==> src/logic/mapper_pkg.sv <==
// Constants shared by the logical block defect mapper.
// Function
// - User blocks get consecutive logical addresses starting at zero.
// - Logical address zero sits at sector zero, track zero, cylinder zero.
// - Inside a cylinder all sectors of a track come before the next track.
// - The last track of each cylinder keeps its spare sectors out of numbering.
// - Numbering resumes at track zero of the next cylinder, alternates excluded.
// - Head and cylinder switches offset the next block by skew sectors.
// - Maintenance addresses are 32-bit with the top bit set, based at 80000000.
// - Short-form 21-bit commands cannot reach the maintenance space.
// - Maintenance space is one cylinder ending at its last non-spare sector.
// - Spares get no address; relocated blocks are redirected internally.
// - Sector slip pushes blocks past defects while cylinder spares remain.
// - Alternate treatment sends a block to a spare here or in an alternate cylinder.
// - Multi-block commands are processed in ascending logical order.
// - Format slips listed defects until spares run out, then uses alternate cylinders.
// - With certify flag zero, failed blocks are logged and alternate-treated only.
// - Reassign uses a spare in the own cylinder first, else an alternate cylinder.
// - Enabled automatic reallocation relocates defective blocks by alternate treatment.
// - Only one automatic reallocation per command; a second one ends with error.
// - A read error recovered by rewrite and verify causes no relocation.
// - Factory and growth defect lists are kept and readable by the initiator.
// - Defects supplied with a format command are stored into the growth list; the code tags them SRC_DATA, not SRC_GROWTH.
// - Sectors are numbered by an ideal index that ignores slipped defects.
package mapper_pkg;
	// -----------------------------------------------------------------
	// Register map (byte offsets)
	// -----------------------------------------------------------------
	localparam logic [5:0] OFS_CTRL = 6'h00;
	localparam logic [5:0] OFS_CMD = 6'h04;
	localparam logic [5:0] OFS_LBA = 6'h08;
	localparam logic [5:0] OFS_STATUS = 6'h0C;
	localparam logic [5:0] OFS_CYL = 6'h10;
	localparam logic [5:0] OFS_HEAD = 6'h14;
	localparam logic [5:0] OFS_SECTOR = 6'h18;
	localparam logic [5:0] OFS_LIST_COUNT = 6'h1C;
	localparam logic [5:0] OFS_LIST_INDEX = 6'h20;
	localparam logic [5:0] OFS_LIST_DATA = 6'h24;
	// -----------------------------------------------------------------
	// Field positions
	// -----------------------------------------------------------------
	localparam int CTRL_CERT_DIS = 0;
	localparam int CTRL_AUTO_WRITE_REALLOC_ENABLE = 1;
	localparam int CTRL_AUTO_READ_REALLOC_ENABLE = 2;
	localparam int CMD_SHORT = 4;
	localparam int CMD_IS_READ = 5;
	localparam int CMD_RECOVERED = 6;
	localparam int ST_BUSY = 0;
	localparam int ST_DONE = 1;
	localparam int ST_ERR_RANGE = 2;
	localparam int ST_ERR_SPARE = 3;
	localparam int ST_ERR_SECOND = 4;
	localparam int ST_MAINT = 5;
	localparam int ST_RELOC = 6;
	localparam int ST_ERR_DISABLED = 7;
	localparam logic [31:0] CTRL_RESET = 32'h0000_0000;
	// -----------------------------------------------------------------
	// Addressing constants
	// -----------------------------------------------------------------
	localparam logic [31:0] MAINT_BASE = 32'h8000_0000;
	localparam logic [31:0] SHORT_LIMIT = 32'h0020_0000;
	// -----------------------------------------------------------------
	// Default geometry
	// -----------------------------------------------------------------
	localparam int DEF_SPT = 64;
	localparam int DEF_HEADS = 7;
	localparam int DEF_SPARES = 8;
	localparam int DEF_USER_CYLS = 1600;
	localparam int DEF_ALT_CYLS = 2;
	localparam int DEF_HEAD_SKEW = 4;
	localparam int DEF_CYL_SKEW = 8;
	localparam int DEF_DEPTH = 16;
	localparam int DIV_STEPS = 32;
	// -----------------------------------------------------------------
	// Commands and list encodings
	// -----------------------------------------------------------------
	typedef enum logic [3:0] {
		OP_NONE = 4'h0,
		OP_XLATE = 4'h1,
		OP_NEXT = 4'h2,
		OP_FORMAT = 4'h3,
		OP_REASSIGN = 4'h4,
		OP_CERT = 4'h5,
		OP_AUTO = 4'h6,
		OP_CMD_START = 4'h7,
		OP_FACTORY = 4'h8
	} op_type;
	typedef enum logic [1:0] {
		SRC_FACTORY = 2'h0,
		SRC_DATA = 2'h1,
		SRC_CERT = 2'h2,
		SRC_GROWTH = 2'h3
	} src_type;
	typedef enum logic [2:0] {
		S_IDLE = 3'h0,
		S_DIV = 3'h1,
		S_SCAN = 3'h2,
		S_ALLOC = 3'h3,
		S_TRACK = 3'h4,
		S_FIN = 3'h5
	} state_type;
endpackage : mapper_pkg

==> src/logic/block_mapper.sv <==
// Logical block to physical sector mapper with defect lists and Avalon-MM registers.
`timescale 1ns/1ns
module block_mapper #(
	parameter int SPT = mapper_pkg::DEF_SPT,
	parameter int HEADS = mapper_pkg::DEF_HEADS,
	parameter int SPARES = mapper_pkg::DEF_SPARES,
	parameter int USER_CYLS = mapper_pkg::DEF_USER_CYLS,
	parameter int ALT_CYLS = mapper_pkg::DEF_ALT_CYLS,
	parameter int HEAD_SKEW = mapper_pkg::DEF_HEAD_SKEW,
	parameter int CYL_SKEW = mapper_pkg::DEF_CYL_SKEW,
	parameter int DEPTH = mapper_pkg::DEF_DEPTH
) (
	// Clock and reset
	input wire logic ref_clk,
	input wire logic arst_n,
	// Avalon-MM slave
	input wire logic [5:0] address,
	input wire logic read,
	input wire logic write,
	input wire logic [31:0] writedata,
	output logic [31:0] readdata,
	output logic waitrequest,
	// Translated location for the media sequencer
	output logic map_valid,
	output logic [31:0] map_cyl,
	output logic [31:0] map_head,
	output logic [31:0] map_sector
);
	localparam int IW = $clog2(DEPTH);
	localparam logic [31:0] BPC = 32'(SPT * HEADS - SPARES);
	localparam logic [31:0] TRK_SECT = 32'(SPT * HEADS);
	localparam logic [31:0] USER_BLOCKS = 32'(SPT * HEADS - SPARES) * 32'(USER_CYLS);
	localparam logic [31:0] MAINT_CYL = 32'(USER_CYLS + ALT_CYLS);
	localparam logic [31:0] LAST_ALT_CYL = 32'(USER_CYLS + ALT_CYLS - 1);

	// -----------------------------------------------------------------
	// Storage
	// -----------------------------------------------------------------
	logic [31:0] def_cyl [DEPTH];
	logic [31:0] def_pos [DEPTH];
	logic [31:0] def_spare_cyl [DEPTH];
	logic [31:0] def_spare_pos [DEPTH];
	logic def_alt [DEPTH];
	mapper_pkg::src_type def_src [DEPTH];
	logic [IW:0] count_q;
	logic [IW-1:0] list_index_q;
	logic [31:0] ctrl_q;
	logic [31:0] lba_q;
	logic [31:0] status_q;
	mapper_pkg::op_type op_q;
	logic short_q;
	logic is_read_q;
	logic recovered_q;
	logic realloc_done_q;
	mapper_pkg::state_type state_q;
	mapper_pkg::state_type div_ret_q;
	logic [31:0] quo_q;
	logic [32:0] rem_q;
	logic [31:0] dsr_q;
	logic [5:0] step_q;
	logic [31:0] cyl_q;
	logic [31:0] idx_q;
	logic [31:0] phys_q;
	logic [31:0] slip_le_q;
	logic [31:0] used_q;
	logic [IW:0] scan_q;
	logic hit_q;
	logic [31:0] hit_cyl_q;
	logic [31:0] hit_pos_q;
	logic [31:0] head_q;
	logic [31:0] skew_q;
	logic [31:0] alt_cyl_q;
	logic [31:0] alt_pos_q;
	logic [32:0] rem_shift;
	logic bus_write;
	logic start;
	logic [31:0] slip_new;
	logic [31:0] lba_eff;

	// A write takes effect only in the cycle the bus sees waitrequest low.
	assign bus_write = write && !waitrequest;
	assign start = bus_write && (address == mapper_pkg::OFS_CMD) && (state_q == mapper_pkg::S_IDLE);
	assign rem_shift = {rem_q[31:0], quo_q[31]};
	assign slip_new = idx_q + slip_le_q;
	// A next-block command must see the incremented address in its own start cycle.
	assign lba_eff = (mapper_pkg::op_type'(writedata[3:0]) == mapper_pkg::OP_NEXT)
		? lba_q + 32'h0000_0001 : lba_q;

	// -----------------------------------------------------------------
	// Bus slave
	// -----------------------------------------------------------------
	// Each access is answered one cycle after it is presented.
	always_ff @(posedge ref_clk or negedge arst_n) begin
		if (!arst_n) begin
			waitrequest <= 1'b1;
			readdata <= 32'h0000_0000;
		end else if ((read || write) && waitrequest) begin
			waitrequest <= 1'b0;
			unique case (address)
				mapper_pkg::OFS_CTRL: readdata <= ctrl_q;
				mapper_pkg::OFS_LBA: readdata <= lba_q;
				mapper_pkg::OFS_STATUS: readdata <= status_q;
				mapper_pkg::OFS_CYL: readdata <= map_cyl;
				mapper_pkg::OFS_HEAD: readdata <= map_head;
				mapper_pkg::OFS_SECTOR: readdata <= map_sector;
				mapper_pkg::OFS_LIST_COUNT: readdata <= 32'(count_q);
				mapper_pkg::OFS_LIST_INDEX: readdata <= 32'(list_index_q);
				mapper_pkg::OFS_LIST_DATA: readdata <= {def_src[list_index_q], def_alt[list_index_q],
					def_pos[list_index_q][12:0], def_cyl[list_index_q][15:0]};
				default: readdata <= 32'h0000_0000;
			endcase
		end else begin
			waitrequest <= 1'b1;
		end
	end

	always_ff @(posedge ref_clk or negedge arst_n) begin
		if (!arst_n) begin
			ctrl_q <= mapper_pkg::CTRL_RESET;
			list_index_q <= '0;
		end else if (bus_write && address == mapper_pkg::OFS_CTRL) begin
			ctrl_q <= {29'h0000_0000, writedata[2:0]};
		end else if (bus_write && address == mapper_pkg::OFS_LIST_INDEX) begin
			list_index_q <= writedata[IW-1:0];
		end
	end

	// -----------------------------------------------------------------
	// Command capture
	// -----------------------------------------------------------------
	always_ff @(posedge ref_clk or negedge arst_n) begin
		if (!arst_n) begin
			op_q <= mapper_pkg::OP_NONE;
			short_q <= 1'b0;
			is_read_q <= 1'b0;
			recovered_q <= 1'b0;
		end else if (start) begin
			op_q <= mapper_pkg::op_type'(writedata[3:0]);
			short_q <= writedata[mapper_pkg::CMD_SHORT];
			is_read_q <= writedata[mapper_pkg::CMD_IS_READ];
			recovered_q <= writedata[mapper_pkg::CMD_RECOVERED];
		end
	end

	always_ff @(posedge ref_clk or negedge arst_n) begin
		if (!arst_n) begin
			lba_q <= 32'h0000_0000;
		end else if (bus_write && address == mapper_pkg::OFS_LBA && state_q == mapper_pkg::S_IDLE) begin
			lba_q <= writedata;
		end else if (start && mapper_pkg::op_type'(writedata[3:0]) == mapper_pkg::OP_NEXT) begin
			lba_q <= lba_q + 32'h0000_0001;
		end
	end

	// -----------------------------------------------------------------
	// Translation engine
	// -----------------------------------------------------------------
	always_ff @(posedge ref_clk or negedge arst_n) begin
		if (!arst_n) begin
			state_q <= mapper_pkg::S_IDLE;
			div_ret_q <= mapper_pkg::S_IDLE;
			status_q <= 32'h0000_0000;
			quo_q <= 32'h0000_0000;
			rem_q <= '0;
			dsr_q <= 32'h0000_0001;
			step_q <= '0;
			cyl_q <= 32'h0000_0000;
			idx_q <= 32'h0000_0000;
			phys_q <= 32'h0000_0000;
			slip_le_q <= 32'h0000_0000;
			used_q <= 32'h0000_0000;
			scan_q <= '0;
			hit_q <= 1'b0;
			hit_cyl_q <= 32'h0000_0000;
			hit_pos_q <= 32'h0000_0000;
			head_q <= 32'h0000_0000;
			skew_q <= 32'h0000_0000;
			count_q <= '0;
			alt_cyl_q <= 32'(USER_CYLS);
			alt_pos_q <= 32'h0000_0000;
			realloc_done_q <= 1'b0;
			map_valid <= 1'b0;
			map_cyl <= 32'h0000_0000;
			map_head <= 32'h0000_0000;
			map_sector <= 32'h0000_0000;
		end else begin
			unique case (state_q)
				mapper_pkg::S_IDLE: begin
					if (start) begin
						map_valid <= 1'b0;
						status_q <= 32'h0000_0001;
						if (mapper_pkg::op_type'(writedata[3:0]) == mapper_pkg::OP_CMD_START) begin
							realloc_done_q <= 1'b0;
							status_q <= 32'h0000_0002;
						end else if (writedata[mapper_pkg::CMD_SHORT] && lba_eff >= mapper_pkg::SHORT_LIMIT) begin
							status_q <= 32'h0000_0006;
						end else if (lba_eff[31]) begin
							if ((lba_eff - mapper_pkg::MAINT_BASE) >= BPC) begin
								status_q <= 32'h0000_0026;
							end else begin
								cyl_q <= MAINT_CYL;
								idx_q <= lba_eff - mapper_pkg::MAINT_BASE;
								phys_q <= lba_eff - mapper_pkg::MAINT_BASE;
								status_q[mapper_pkg::ST_MAINT] <= 1'b1;
								slip_le_q <= 32'h0000_0000;
								used_q <= 32'h0000_0000;
								hit_q <= 1'b0;
								scan_q <= '0;
								state_q <= mapper_pkg::S_SCAN;
							end
						end else if (lba_eff >= USER_BLOCKS) begin
							status_q <= 32'h0000_0006;
						end else begin
							quo_q <= lba_eff;
							rem_q <= '0;
							dsr_q <= BPC;
							step_q <= '0;
							div_ret_q <= mapper_pkg::S_SCAN;
							state_q <= mapper_pkg::S_DIV;
						end
					end
				end
				mapper_pkg::S_DIV: begin
					if (rem_shift >= {1'b0, dsr_q}) begin
						rem_q <= rem_shift - {1'b0, dsr_q};
						quo_q <= {quo_q[30:0], 1'b1};
					end else begin
						rem_q <= rem_shift;
						quo_q <= {quo_q[30:0], 1'b0};
					end
					step_q <= step_q + 6'h01;
					if (step_q == 6'(mapper_pkg::DIV_STEPS - 1)) begin
						state_q <= div_ret_q;
						if (div_ret_q == mapper_pkg::S_SCAN) begin
							cyl_q <= {quo_q[30:0], rem_shift >= {1'b0, dsr_q}};
							idx_q <= (rem_shift >= {1'b0, dsr_q}) ? 32'(rem_shift - {1'b0, dsr_q})
								: rem_shift[31:0];
							phys_q <= (rem_shift >= {1'b0, dsr_q}) ? 32'(rem_shift - {1'b0, dsr_q})
								: rem_shift[31:0];
							slip_le_q <= 32'h0000_0000;
							used_q <= 32'h0000_0000;
							hit_q <= 1'b0;
							scan_q <= '0;
						end
					end
				end
				mapper_pkg::S_SCAN: begin
					if (scan_q < count_q) begin
						if (def_cyl[IW'(scan_q)] == cyl_q) begin
							if (!def_alt[IW'(scan_q)]) begin
								used_q <= used_q + 32'h0000_0001;
								if (def_pos[IW'(scan_q)] <= phys_q) begin
									slip_le_q <= slip_le_q + 32'h0000_0001;
								end
							end else if (def_pos[IW'(scan_q)] == idx_q) begin
								hit_q <= 1'b1;
								hit_cyl_q <= def_spare_cyl[IW'(scan_q)];
								hit_pos_q <= def_spare_pos[IW'(scan_q)];
							end
						end
						if (def_alt[IW'(scan_q)] && def_spare_cyl[IW'(scan_q)] == cyl_q) begin
							used_q <= used_q + 32'h0000_0001;
						end
						scan_q <= scan_q + 1'b1;
					end else if (slip_new != phys_q) begin
						// A slip can push the block over a later defect, so rescan.
						phys_q <= slip_new;
						slip_le_q <= 32'h0000_0000;
						used_q <= 32'h0000_0000;
						hit_q <= 1'b0;
						scan_q <= '0;
					end else if (op_q == mapper_pkg::OP_XLATE || op_q == mapper_pkg::OP_NEXT) begin
						if (hit_q) begin
							cyl_q <= hit_cyl_q;
							phys_q <= hit_pos_q;
						end
						head_q <= 32'h0000_0000;
						skew_q <= 32'h0000_0000;
						state_q <= mapper_pkg::S_TRACK;
					end else begin
						state_q <= mapper_pkg::S_ALLOC;
					end
				end
				mapper_pkg::S_ALLOC: begin
					state_q <= mapper_pkg::S_IDLE;
					status_q[mapper_pkg::ST_BUSY] <= 1'b0;
					status_q[mapper_pkg::ST_DONE] <= 1'b1;
					if (op_q == mapper_pkg::OP_AUTO && !(is_read_q ? ctrl_q[mapper_pkg::CTRL_AUTO_READ_REALLOC_ENABLE]
						: ctrl_q[mapper_pkg::CTRL_AUTO_WRITE_REALLOC_ENABLE])) begin
						status_q[mapper_pkg::ST_ERR_DISABLED] <= 1'b1;
					end else if (op_q == mapper_pkg::OP_AUTO && is_read_q && recovered_q) begin
						status_q[mapper_pkg::ST_RELOC] <= 1'b0;
					end else if (op_q == mapper_pkg::OP_AUTO && realloc_done_q) begin
						status_q[mapper_pkg::ST_ERR_SECOND] <= 1'b1;
					end else if (op_q == mapper_pkg::OP_CERT && ctrl_q[mapper_pkg::CTRL_CERT_DIS]) begin
						status_q[mapper_pkg::ST_ERR_DISABLED] <= 1'b1;
					end else if (count_q == (IW+1)'(DEPTH)) begin
						status_q[mapper_pkg::ST_ERR_SPARE] <= 1'b1;
					end else if (used_q < 32'(SPARES)) begin
						def_cyl[IW'(count_q)] <= cyl_q;
						def_pos[IW'(count_q)] <= idx_q;
						def_alt[IW'(count_q)] <= (op_q != mapper_pkg::OP_FORMAT && op_q != mapper_pkg::OP_FACTORY);
						def_spare_cyl[IW'(count_q)] <= cyl_q;
						def_spare_pos[IW'(count_q)] <= BPC + used_q;
						def_src[IW'(count_q)] <= (op_q == mapper_pkg::OP_FACTORY) ? mapper_pkg::SRC_FACTORY
							: (op_q == mapper_pkg::OP_FORMAT) ? mapper_pkg::SRC_DATA
							: (op_q == mapper_pkg::OP_CERT) ? mapper_pkg::SRC_CERT : mapper_pkg::SRC_GROWTH;
						count_q <= count_q + 1'b1;
						status_q[mapper_pkg::ST_RELOC] <= 1'b1;
						realloc_done_q <= realloc_done_q || (op_q == mapper_pkg::OP_AUTO);
					end else if (alt_cyl_q <= LAST_ALT_CYL) begin
						def_cyl[IW'(count_q)] <= cyl_q;
						def_pos[IW'(count_q)] <= idx_q;
						def_alt[IW'(count_q)] <= 1'b1;
						def_spare_cyl[IW'(count_q)] <= alt_cyl_q;
						def_spare_pos[IW'(count_q)] <= alt_pos_q;
						def_src[IW'(count_q)] <= (op_q == mapper_pkg::OP_FACTORY) ? mapper_pkg::SRC_FACTORY
							: (op_q == mapper_pkg::OP_FORMAT) ? mapper_pkg::SRC_DATA
							: (op_q == mapper_pkg::OP_CERT) ? mapper_pkg::SRC_CERT : mapper_pkg::SRC_GROWTH;
						count_q <= count_q + 1'b1;
						if (alt_pos_q == TRK_SECT - 32'h0000_0001) begin
							alt_pos_q <= 32'h0000_0000;
							alt_cyl_q <= alt_cyl_q + 32'h0000_0001;
						end else begin
							alt_pos_q <= alt_pos_q + 32'h0000_0001;
						end
						status_q[mapper_pkg::ST_RELOC] <= 1'b1;
						realloc_done_q <= realloc_done_q || (op_q == mapper_pkg::OP_AUTO);
					end else begin
						status_q[mapper_pkg::ST_ERR_SPARE] <= 1'b1;
					end
				end
				mapper_pkg::S_TRACK: begin
					// spares at end of last track
					if (phys_q >= 32'(SPT)) begin
						phys_q <= phys_q - 32'(SPT);
						head_q <= head_q + 32'h0000_0001;
						skew_q <= skew_q + 32'(HEAD_SKEW);
					end else begin
						// skew
						// Alternate cylinders carry no skew, so their index is the sector.
						quo_q <= (cyl_q >= 32'(USER_CYLS) && cyl_q != MAINT_CYL) ? phys_q
							: phys_q + skew_q + 32'(cyl_q * 32'(CYL_SKEW));
						rem_q <= '0;
						dsr_q <= 32'(SPT);
						step_q <= '0;
						div_ret_q <= mapper_pkg::S_FIN;
						state_q <= mapper_pkg::S_DIV;
					end
				end
				mapper_pkg::S_FIN: begin
					map_cyl <= cyl_q;
					map_head <= head_q;
					map_sector <= rem_q[31:0];
					map_valid <= 1'b1;
					status_q[mapper_pkg::ST_BUSY] <= 1'b0;
					status_q[mapper_pkg::ST_DONE] <= 1'b1;
					state_q <= mapper_pkg::S_IDLE;
				end
				default: state_q <= mapper_pkg::S_IDLE;
			endcase
		end
	end
endmodule : block_mapper

==> config.mk <==
export PLATFORM = sky130hd
export DESIGN_NAME = block_mapper
export DESIGN_NICKNAME = d
export VERILOG_FILES = /design/src/logic/mapper_pkg.sv /design/src/logic/block_mapper.sv
export SDC_FILE = /design/constraint.sdc
export NUM_CORES = 2
export LEC_CHECK = 0
export BUFFER_PORTS_ARGS = -buffer_cell sky130_fd_sc_hd__clkbuf_2
export CORE_UTILIZATION = 50
export CTS_CLUSTER_DIAMETER = 150
export CTS_CLUSTER_SIZE = 25
export DETAILED_ROUTE_END_ITERATION = 7
export PLACE_DENSITY = 0.66
export SLEW_MARGIN = 20
export SYNTH_ARGS = -nofsm -noshare
export SYNTH_HDL_FRONTEND = slang
export SYNTH_SLANG_ARGS = --single-unit
==> constraint.sdc <==
create_clock -name ref_clk -period 20 [get_ports ref_clk]
set_input_delay 1 -clock ref_clk [delete_from_list [all_inputs] [get_ports ref_clk]]
set_output_delay 1 -clock ref_clk [all_outputs]
set_load 0.005 [all_outputs]
Word level (Yosys, flattened, before mapping). Memories as Yosys holds them, arrays and structs flattened. A register that Yosys moved wholly into a read port is not among the register bits. Cells that the tools add are included.

Bits in writable memories: 2096. Memories: 6. Logic and storage cells: 424. Output and inout port bits: 130. Input port bits: 42. Flip-flop bits (word level): 623.

Equal/unequal tests: 77. Order comparisons: 10. Bitwise logic cells: 13. Reductions and logical operators: 64. Mux-type cells: 199. Add/subtract/negate cells: 17.

Memory list: def_cyl (words 16, width 32, rd ports 2, clocked after memory_dff 0, wr ports 1, line block_mapper.sv:39) `logic [31:0] def_cyl [DEPTH];`; def_pos (words 16, width 32, rd ports 2, clocked after memory_dff 0, wr ports 1, line block_mapper.sv:40) `logic [31:0] def_pos [DEPTH];`; def_spare_cyl (words 16, width 32, rd ports 1, clocked after memory_dff 0, wr ports 1, line block_mapper.sv:41) `logic [31:0] def_spare_cyl [DEPTH];`; def_spare_pos (words 16, width 32, rd ports 1, clocked after memory_dff 1, wr ports 1, line block_mapper.sv:42) `logic [31:0] def_spare_pos [DEPTH];`; def_src (words 16, width 2, rd ports 1, clocked after memory_dff 0, wr ports 1, line block_mapper.sv:44) `mapper_pkg::src_type def_src [DEPTH];`; def_alt (words 16, width 1, rd ports 2, clocked after memory_dff 0, wr ports 1, line block_mapper.sv:43) `logic def_alt [DEPTH];`.

Operators by type and width (count): 32-bit two-way mux (73); 32-bit case mux with 3 select lines (5); 32-bit case mux with 9 select lines (1); 32-bit case mux with 2 select lines (4); 32-bit by 1-bit adder with 32-bit output, second input constant (6); 32-bit case mux with 4 select lines (1); 32-bit adder (3); 32-bit == test (3); 1-bit two-way mux (59); 3-bit two-way mux (19); 3-bit inequality test, second input constant (19); 5-bit two-way mux (11); 6-bit two-way mux (9); 12-bit AND reduction (4); 2-bit inequality test, second input constant (21); 9-bit AND reduction (4); 33-bit by 32-bit greater-or-equal comparator with 1-bit output (1); 32-bit by 3-bit adder with 32-bit output, second input constant (1); 9-bit by 32-bit adder with 32-bit output, first input constant (1); 32-bit by 9-bit == test with 1-bit output, second input constant (1); 32-bit by 11-bit greater-or-equal comparator with 1-bit output, second input constant (1); 32-bit by 20-bit greater-or-equal comparator with 1-bit output, second input constant (1); 32-bit by 22-bit greater-or-equal comparator with 1-bit output, second input constant (1); 32-bit by 7-bit greater-or-equal comparator with 1-bit output, second input constant (1); 52 further kinds (130).

Longest topological paths before layout.
Word-level depth: 12. Depth in mapped cells: 26. Mapped depth without buffers: 17.

Least setup slack after synthesis. OpenSTA, ideal clock, no wires.

Path kind: reg2reg. Start: register alt_cyl_q[3]. End: memory def_alt[2], enable pin. Library setup time: 781 ps. Slack: 8420 ps. Cell stages (with the launch flop): 13. Arrival: 10799 ps. Buffers on the path: 1. Period minus slack after synthesis: 11580 ps. Required time: 19219 ps. Path through: dfrtp_1 -> clkbuf_1 -> nor4_1 -> o21ai_0 -> a21oi_1 -> nor2_1 -> o211ai_1 -> nand2_1 -> inv_1 -> nor2_1 -> nor2_1 -> nand3_1 -> nor3_1.

Cells in the longest elaborated chain, start to end: 12.

Ends and longest elaborated chain: start: declaration (line block_mapper.sv:72) `logic [31:0] alt_cyl_q;`; start signal: assignment (line block_mapper.sv:179) `alt_cyl_q <= 32'(USER_CYLS);`; start signal: assignment (line block_mapper.sv:323) `alt_cyl_q <= alt_cyl_q + 32'h0000_0001;`; 32-bit by 11-bit less-or-equal comparator with 1-bit output (line block_mapper.sv:311) `end else if (alt_cyl_q <= LAST_ALT_CYL) begin`; 1-bit two-way mux (line block_mapper.sv:311); 1-bit two-way mux (line block_mapper.sv:299) `end else if (used_q < 32'(SPARES)) begin`; 1-bit two-way mux (line block_mapper.sv:297) `end else if (count_q == (IW+1)'(DEPTH)) begin`; 1-bit two-way mux (line block_mapper.sv:295) `end else if (op_q == mapper_pkg::OP_CERT && ctrl_q[mapper_pkg::CTRL_CERT_DIS]) begin`; 1-bit two-way mux (line block_mapper.sv:293) `end else if (op_q == mapper_pkg::OP_AUTO && realloc_done_q) begin`; 1-bit two-way mux (line block_mapper.sv:291) `end else if (op_q == mapper_pkg::OP_AUTO && is_read_q && recovered_q) begin`; 1-bit two-way mux (line block_mapper.sv:288) `if (op_q == mapper_pkg::OP_AUTO && !(is_read_q ? ctrl_q[mapper_pkg::CTRL_AUTO_READ_REALLOC_ENABLE]`; 1-bit two-way mux (line block_mapper.sv:187) `unique case (state_q)`; 1-bit logical AND (implied by the code) (line block_mapper.sv:314) `def_alt[IW'(count_q)] <= 1'b1;`; 1-bit two-way mux (implied by the code) (line block_mapper.sv:314); 1-bit bitwise OR (no line); end: declaration (line block_mapper.sv:43).

No other way between the ends.

Worst setup path after layout.
Start: register scan_q[1]. End: register slip_le_q[10].

Cells in the longest elaborated chain, start to end: 4. Elaborated cells between the ends (all ways): 13. Those cells by class: order compare (2); eq/ne (5); mux (2); reduce/logical (1); memory (3).

Ends and longest elaborated chain: start: declaration (line block_mapper.sv:66) `logic [IW:0] scan_q;`; start signal: assignment (line block_mapper.sv:264) `scan_q <= scan_q + 1'b1;`; memory 16 x 32 bit (on tied branches); 32-bit less-or-equal comparator or 32-bit == test (tied branches) (line block_mapper.sv:252, block_mapper.sv:249); 3-bit inequality test (no line); 12-bit AND reduction (no line); end signal: assignment (line block_mapper.sv:253) `slip_le_q <= slip_le_q + 32'h0000_0001;`; end: declaration (line block_mapper.sv:64) `logic [31:0] slip_le_q;`.

Several ways; a longest one is shown, not always the timed one. A chain may end at the register's enable or synchronous reset.

==> metrics.yaml <==
placement:
  post-dp-hpwl_um: 246000
  gp_congestion: 0.982
  numPortBuffers: 171
  post-place-ws_ns: 11.64
floorplanning:
  io_pins: 172
  die_w_um: 498
  die_area_um2: 248000
  floorplan.rows: 181
  die_h_um: 498
  core_um2: 244000
  initial_utilization_pct: 50.4
sta:
  relSlewSlack_pct: 14.3
  finalSetupTns_ns: 0
  timing.final.crit_period_ns: 8.46
  fmax_ghz: 0.118
  fin_skew_ns: 0.0755
  hold_violations: 0
  fin_crit_sh_pct: 42.3
  tightest_slew_ns: 1.28
  setup_viol: 0
  drv_slew: 0
  rsz0062_at_grt: "no"
  setup_slack_ns: 11.54
status:
  status: "finished clean"
synth:
  async_flop_share_pct: 22.9
  synth_edf_count: 2096
  synth_common_cells: "2096 x edfxtp_1, 693 x mux4_2, 634 x nand2_1, 616 x dfrtp_1, 447 x o21ai_0"
  yosys_warnings: 0
  yosysTopAreaCellShare_pct: 51.2
  yosysMostFrequentCell: "edfxtp_1"
  yosys_register_bits: 2717
  syn_area_per_cell_um2: 15.4
  yosys_most_used_dff: "edfxtp_1"
  synth_area_leaders: "edfxtp_1 51%, mux4_2 13%, dfrtp_1 13%"
  yosysSeqAreaShare_pct: 63.8
  syn_nets: 8182
  syn_area_um2: 123000
  ys_types: 108
  synth_area_leader_cell: "edfxtp_1"
  synthCells: 7987
worst_setup_path:
  cp.required_ns: 20.71
  critPathMaxFanout: 62
  worst-setup-path-type: "reg -> reg"
  start_kind: "flip-flop"
  endpoint_kind: "flip-flop"
  arrival_ns: 9.17
cts:
  cts_buffer_depth: 3
  clock-root-buffer: "clkbuf_16"
  htree_levels: 3
  clkLatencyLatePin_ns: 0.86
  cts_setup_buffers: 0
  cts_tree: "done"
  path_clk_slew_ns: 0.12
  numClockSinks: 2717
  cts_made_buffers: 119
  cts_resized: 0
drt:
  ant_nets: 0
  drtPass1Iterations: 7
  via_per_inst: 6.64
  wirelength_um: 378000
  wl_per_cell_um: 33.5
  num_vias: 74900
  first_iter_violations: 10100
  drcViolationCount: 0
final_layout:
  area_growth_pct: 6.68
  drive_above_1_share_pct: 18.6
  nets: 8165
pwr:
  p_per_area_nw_per_um2: 116
  leakage_nw: 44.9
  ir_worst_vdd_uv: 119
global_route:
  grt_pass1_wl_um: 542000
  antenna_found_initial: 29
  grt_max_degree: 164
  first_global_vias: 73000
  grt.overflow.total: 0
  track_usage_pct: 30.5
job:
  maxCapViolations: 0
min_path:
  min_path_type: "in -> reg"
-- final timing paths --
| path | startpoint | endpoint | slack, ns | cells after the start |
|---|---|---|---|---|
| worst max-delay path | scan_q[1] | slip_le_q[10] | 11.54 | 15 |
| worst min-delay path | writedata[15] | lba_q[15] | 0.37 | 3 |
| worst max register to register | scan_q[1] | slip_le_q[10] | 11.54 | 15 |
| worst min register to register | alt_cyl_q[19] | alt_cyl_q[19] | 0.38 | 0 |
| max in group asynchronous | arst_n | used_q[21] | 16.48 | 5 |
| min in group asynchronous | arst_n | readdata[14] | 0.62 | 2 |
-- layout by cell type (no fill, tap or decap), drive strengths merged, types with 20 or more instances in the layout --
| cell type | count |
|---|---|
| and2 | 60 |
| fa | 29 |
| o31ai | 32 |
| and3 | 88 |
| a21oi | 266 |
| xor2 | 105 |
| a21o | 63 |
| or4 | 20 |
| nor2b | 33 |
| nor2 | 405 |
| a22o | 22 |
| buf | 194 |
| o211ai | 25 |
| nor3 | 91 |
| xnor2 | 251 |
| o21ai | 459 |
| o21a | 27 |
| nand2 | 634 |
| edfxtp | 2096 |
| nor4 | 62 |
| mux4 | 693 |
| nand3 | 137 |
| nand2b | 46 |
| ha | 124 |
| clkbuf | 379 |
| mux2i | 228 |
| a31oi | 59 |
| nand4 | 91 |
| or3 | 21 |
| a211oi | 33 |
| dfrtp | 616 |
| mux2 | 190 |
| a22oi | 90 |
| inv | 97 |
| a221oi | 65 |
-- cells by family after synthesis --
logic type | share of synthesized area [%]
other cells | 0.00305
flops | 63.8
buf+inv | 2.03
simple gates | 6.75
compound gates | 6.68
mux | 16.3
fa+ha+maj | 1.73
xor+xnor | 2.66
-- report_power, final --
part	internal (mW)	total, mW	switching [mW]	leakage (nW)
clock	1.15	2.91	1.77	1.64
combinational	1.70	4.75	3.05	15.8
sequential	6.79	7.53	0.738	27.4
total	9.63	15.2	5.55	44.9
-- sequential cells by signal, summed over array words and instances (netlist names), 512 cells and up --
signal / count
def_cyl: 512
def_spare_pos: 512
def_spare_cyl: 512
def_pos: 512
-- critical path, cell delays in order, from the launching register on --
cell,delay [ns]
dfrtp_4,0.92
buf_4,0.87
buf_4,0.70
buf_4,0.91
mux4_2,0.61
mux2i_1,0.16
xnor2_1,0.10
a211oi_1,0.26
a31oi_1,0.08
a2111oi_0,0.47
nand4_1,0.60
o21ai_1,0.71
a41oi_2,0.23
buf_4,0.28
nand2b_1,0.71
o41ai_1,0.55
-- per-layer routing --
metal	GRT usage, %	up-vias	share of wire (%)
met5	0	-	0.011
met4	10.7	6	3.9
met3	5.17	569	9.7
met2	46.3	3869	45
met1	44.5	39400	41
li1	-	31100	-
-- metrics by stage --
stage	hold slack [ns]	utilization, %	instances	instance area, um^2	total power, mW
CTS	0.321	53.7	11300	131000	15.1
global route	0.364	53.8	11300	131000	15.7
finish	0.371	53.8	11300	131000	15.2
floorplan	0.421	-	7987	123000	10.3
detailed placement	0.360	52.3	11000	128000	12.3
global placement	0.357	52.3	11000	128000	12.2
-- area by class of cell --
| cell class | count | area, um^2 |
|---|---|---|
| Tap cell | 3202 | 4010 |
| Timing Repair Buffer | 365 | 2450 |
| Antenna cell | 10 | 25.0 |
| Clock inverter | 9 | 165 |
| Multi-Input combinational cell | 4673 | 42300 |
| Fill cell | 19400 | 113000 |
| Sequential cell | 2717 | 78500 |
| Inverter | 94 | 360 |
| Clock buffer | 209 | 3320 |
-- what timing repair did --
item | in CTS | in global routing
hold buffers | 1 | 0
hold endpoints to repair | 4 | 0
endpoints found under the setup margin | 0 | 0
(Power assumes the default switching activity.)
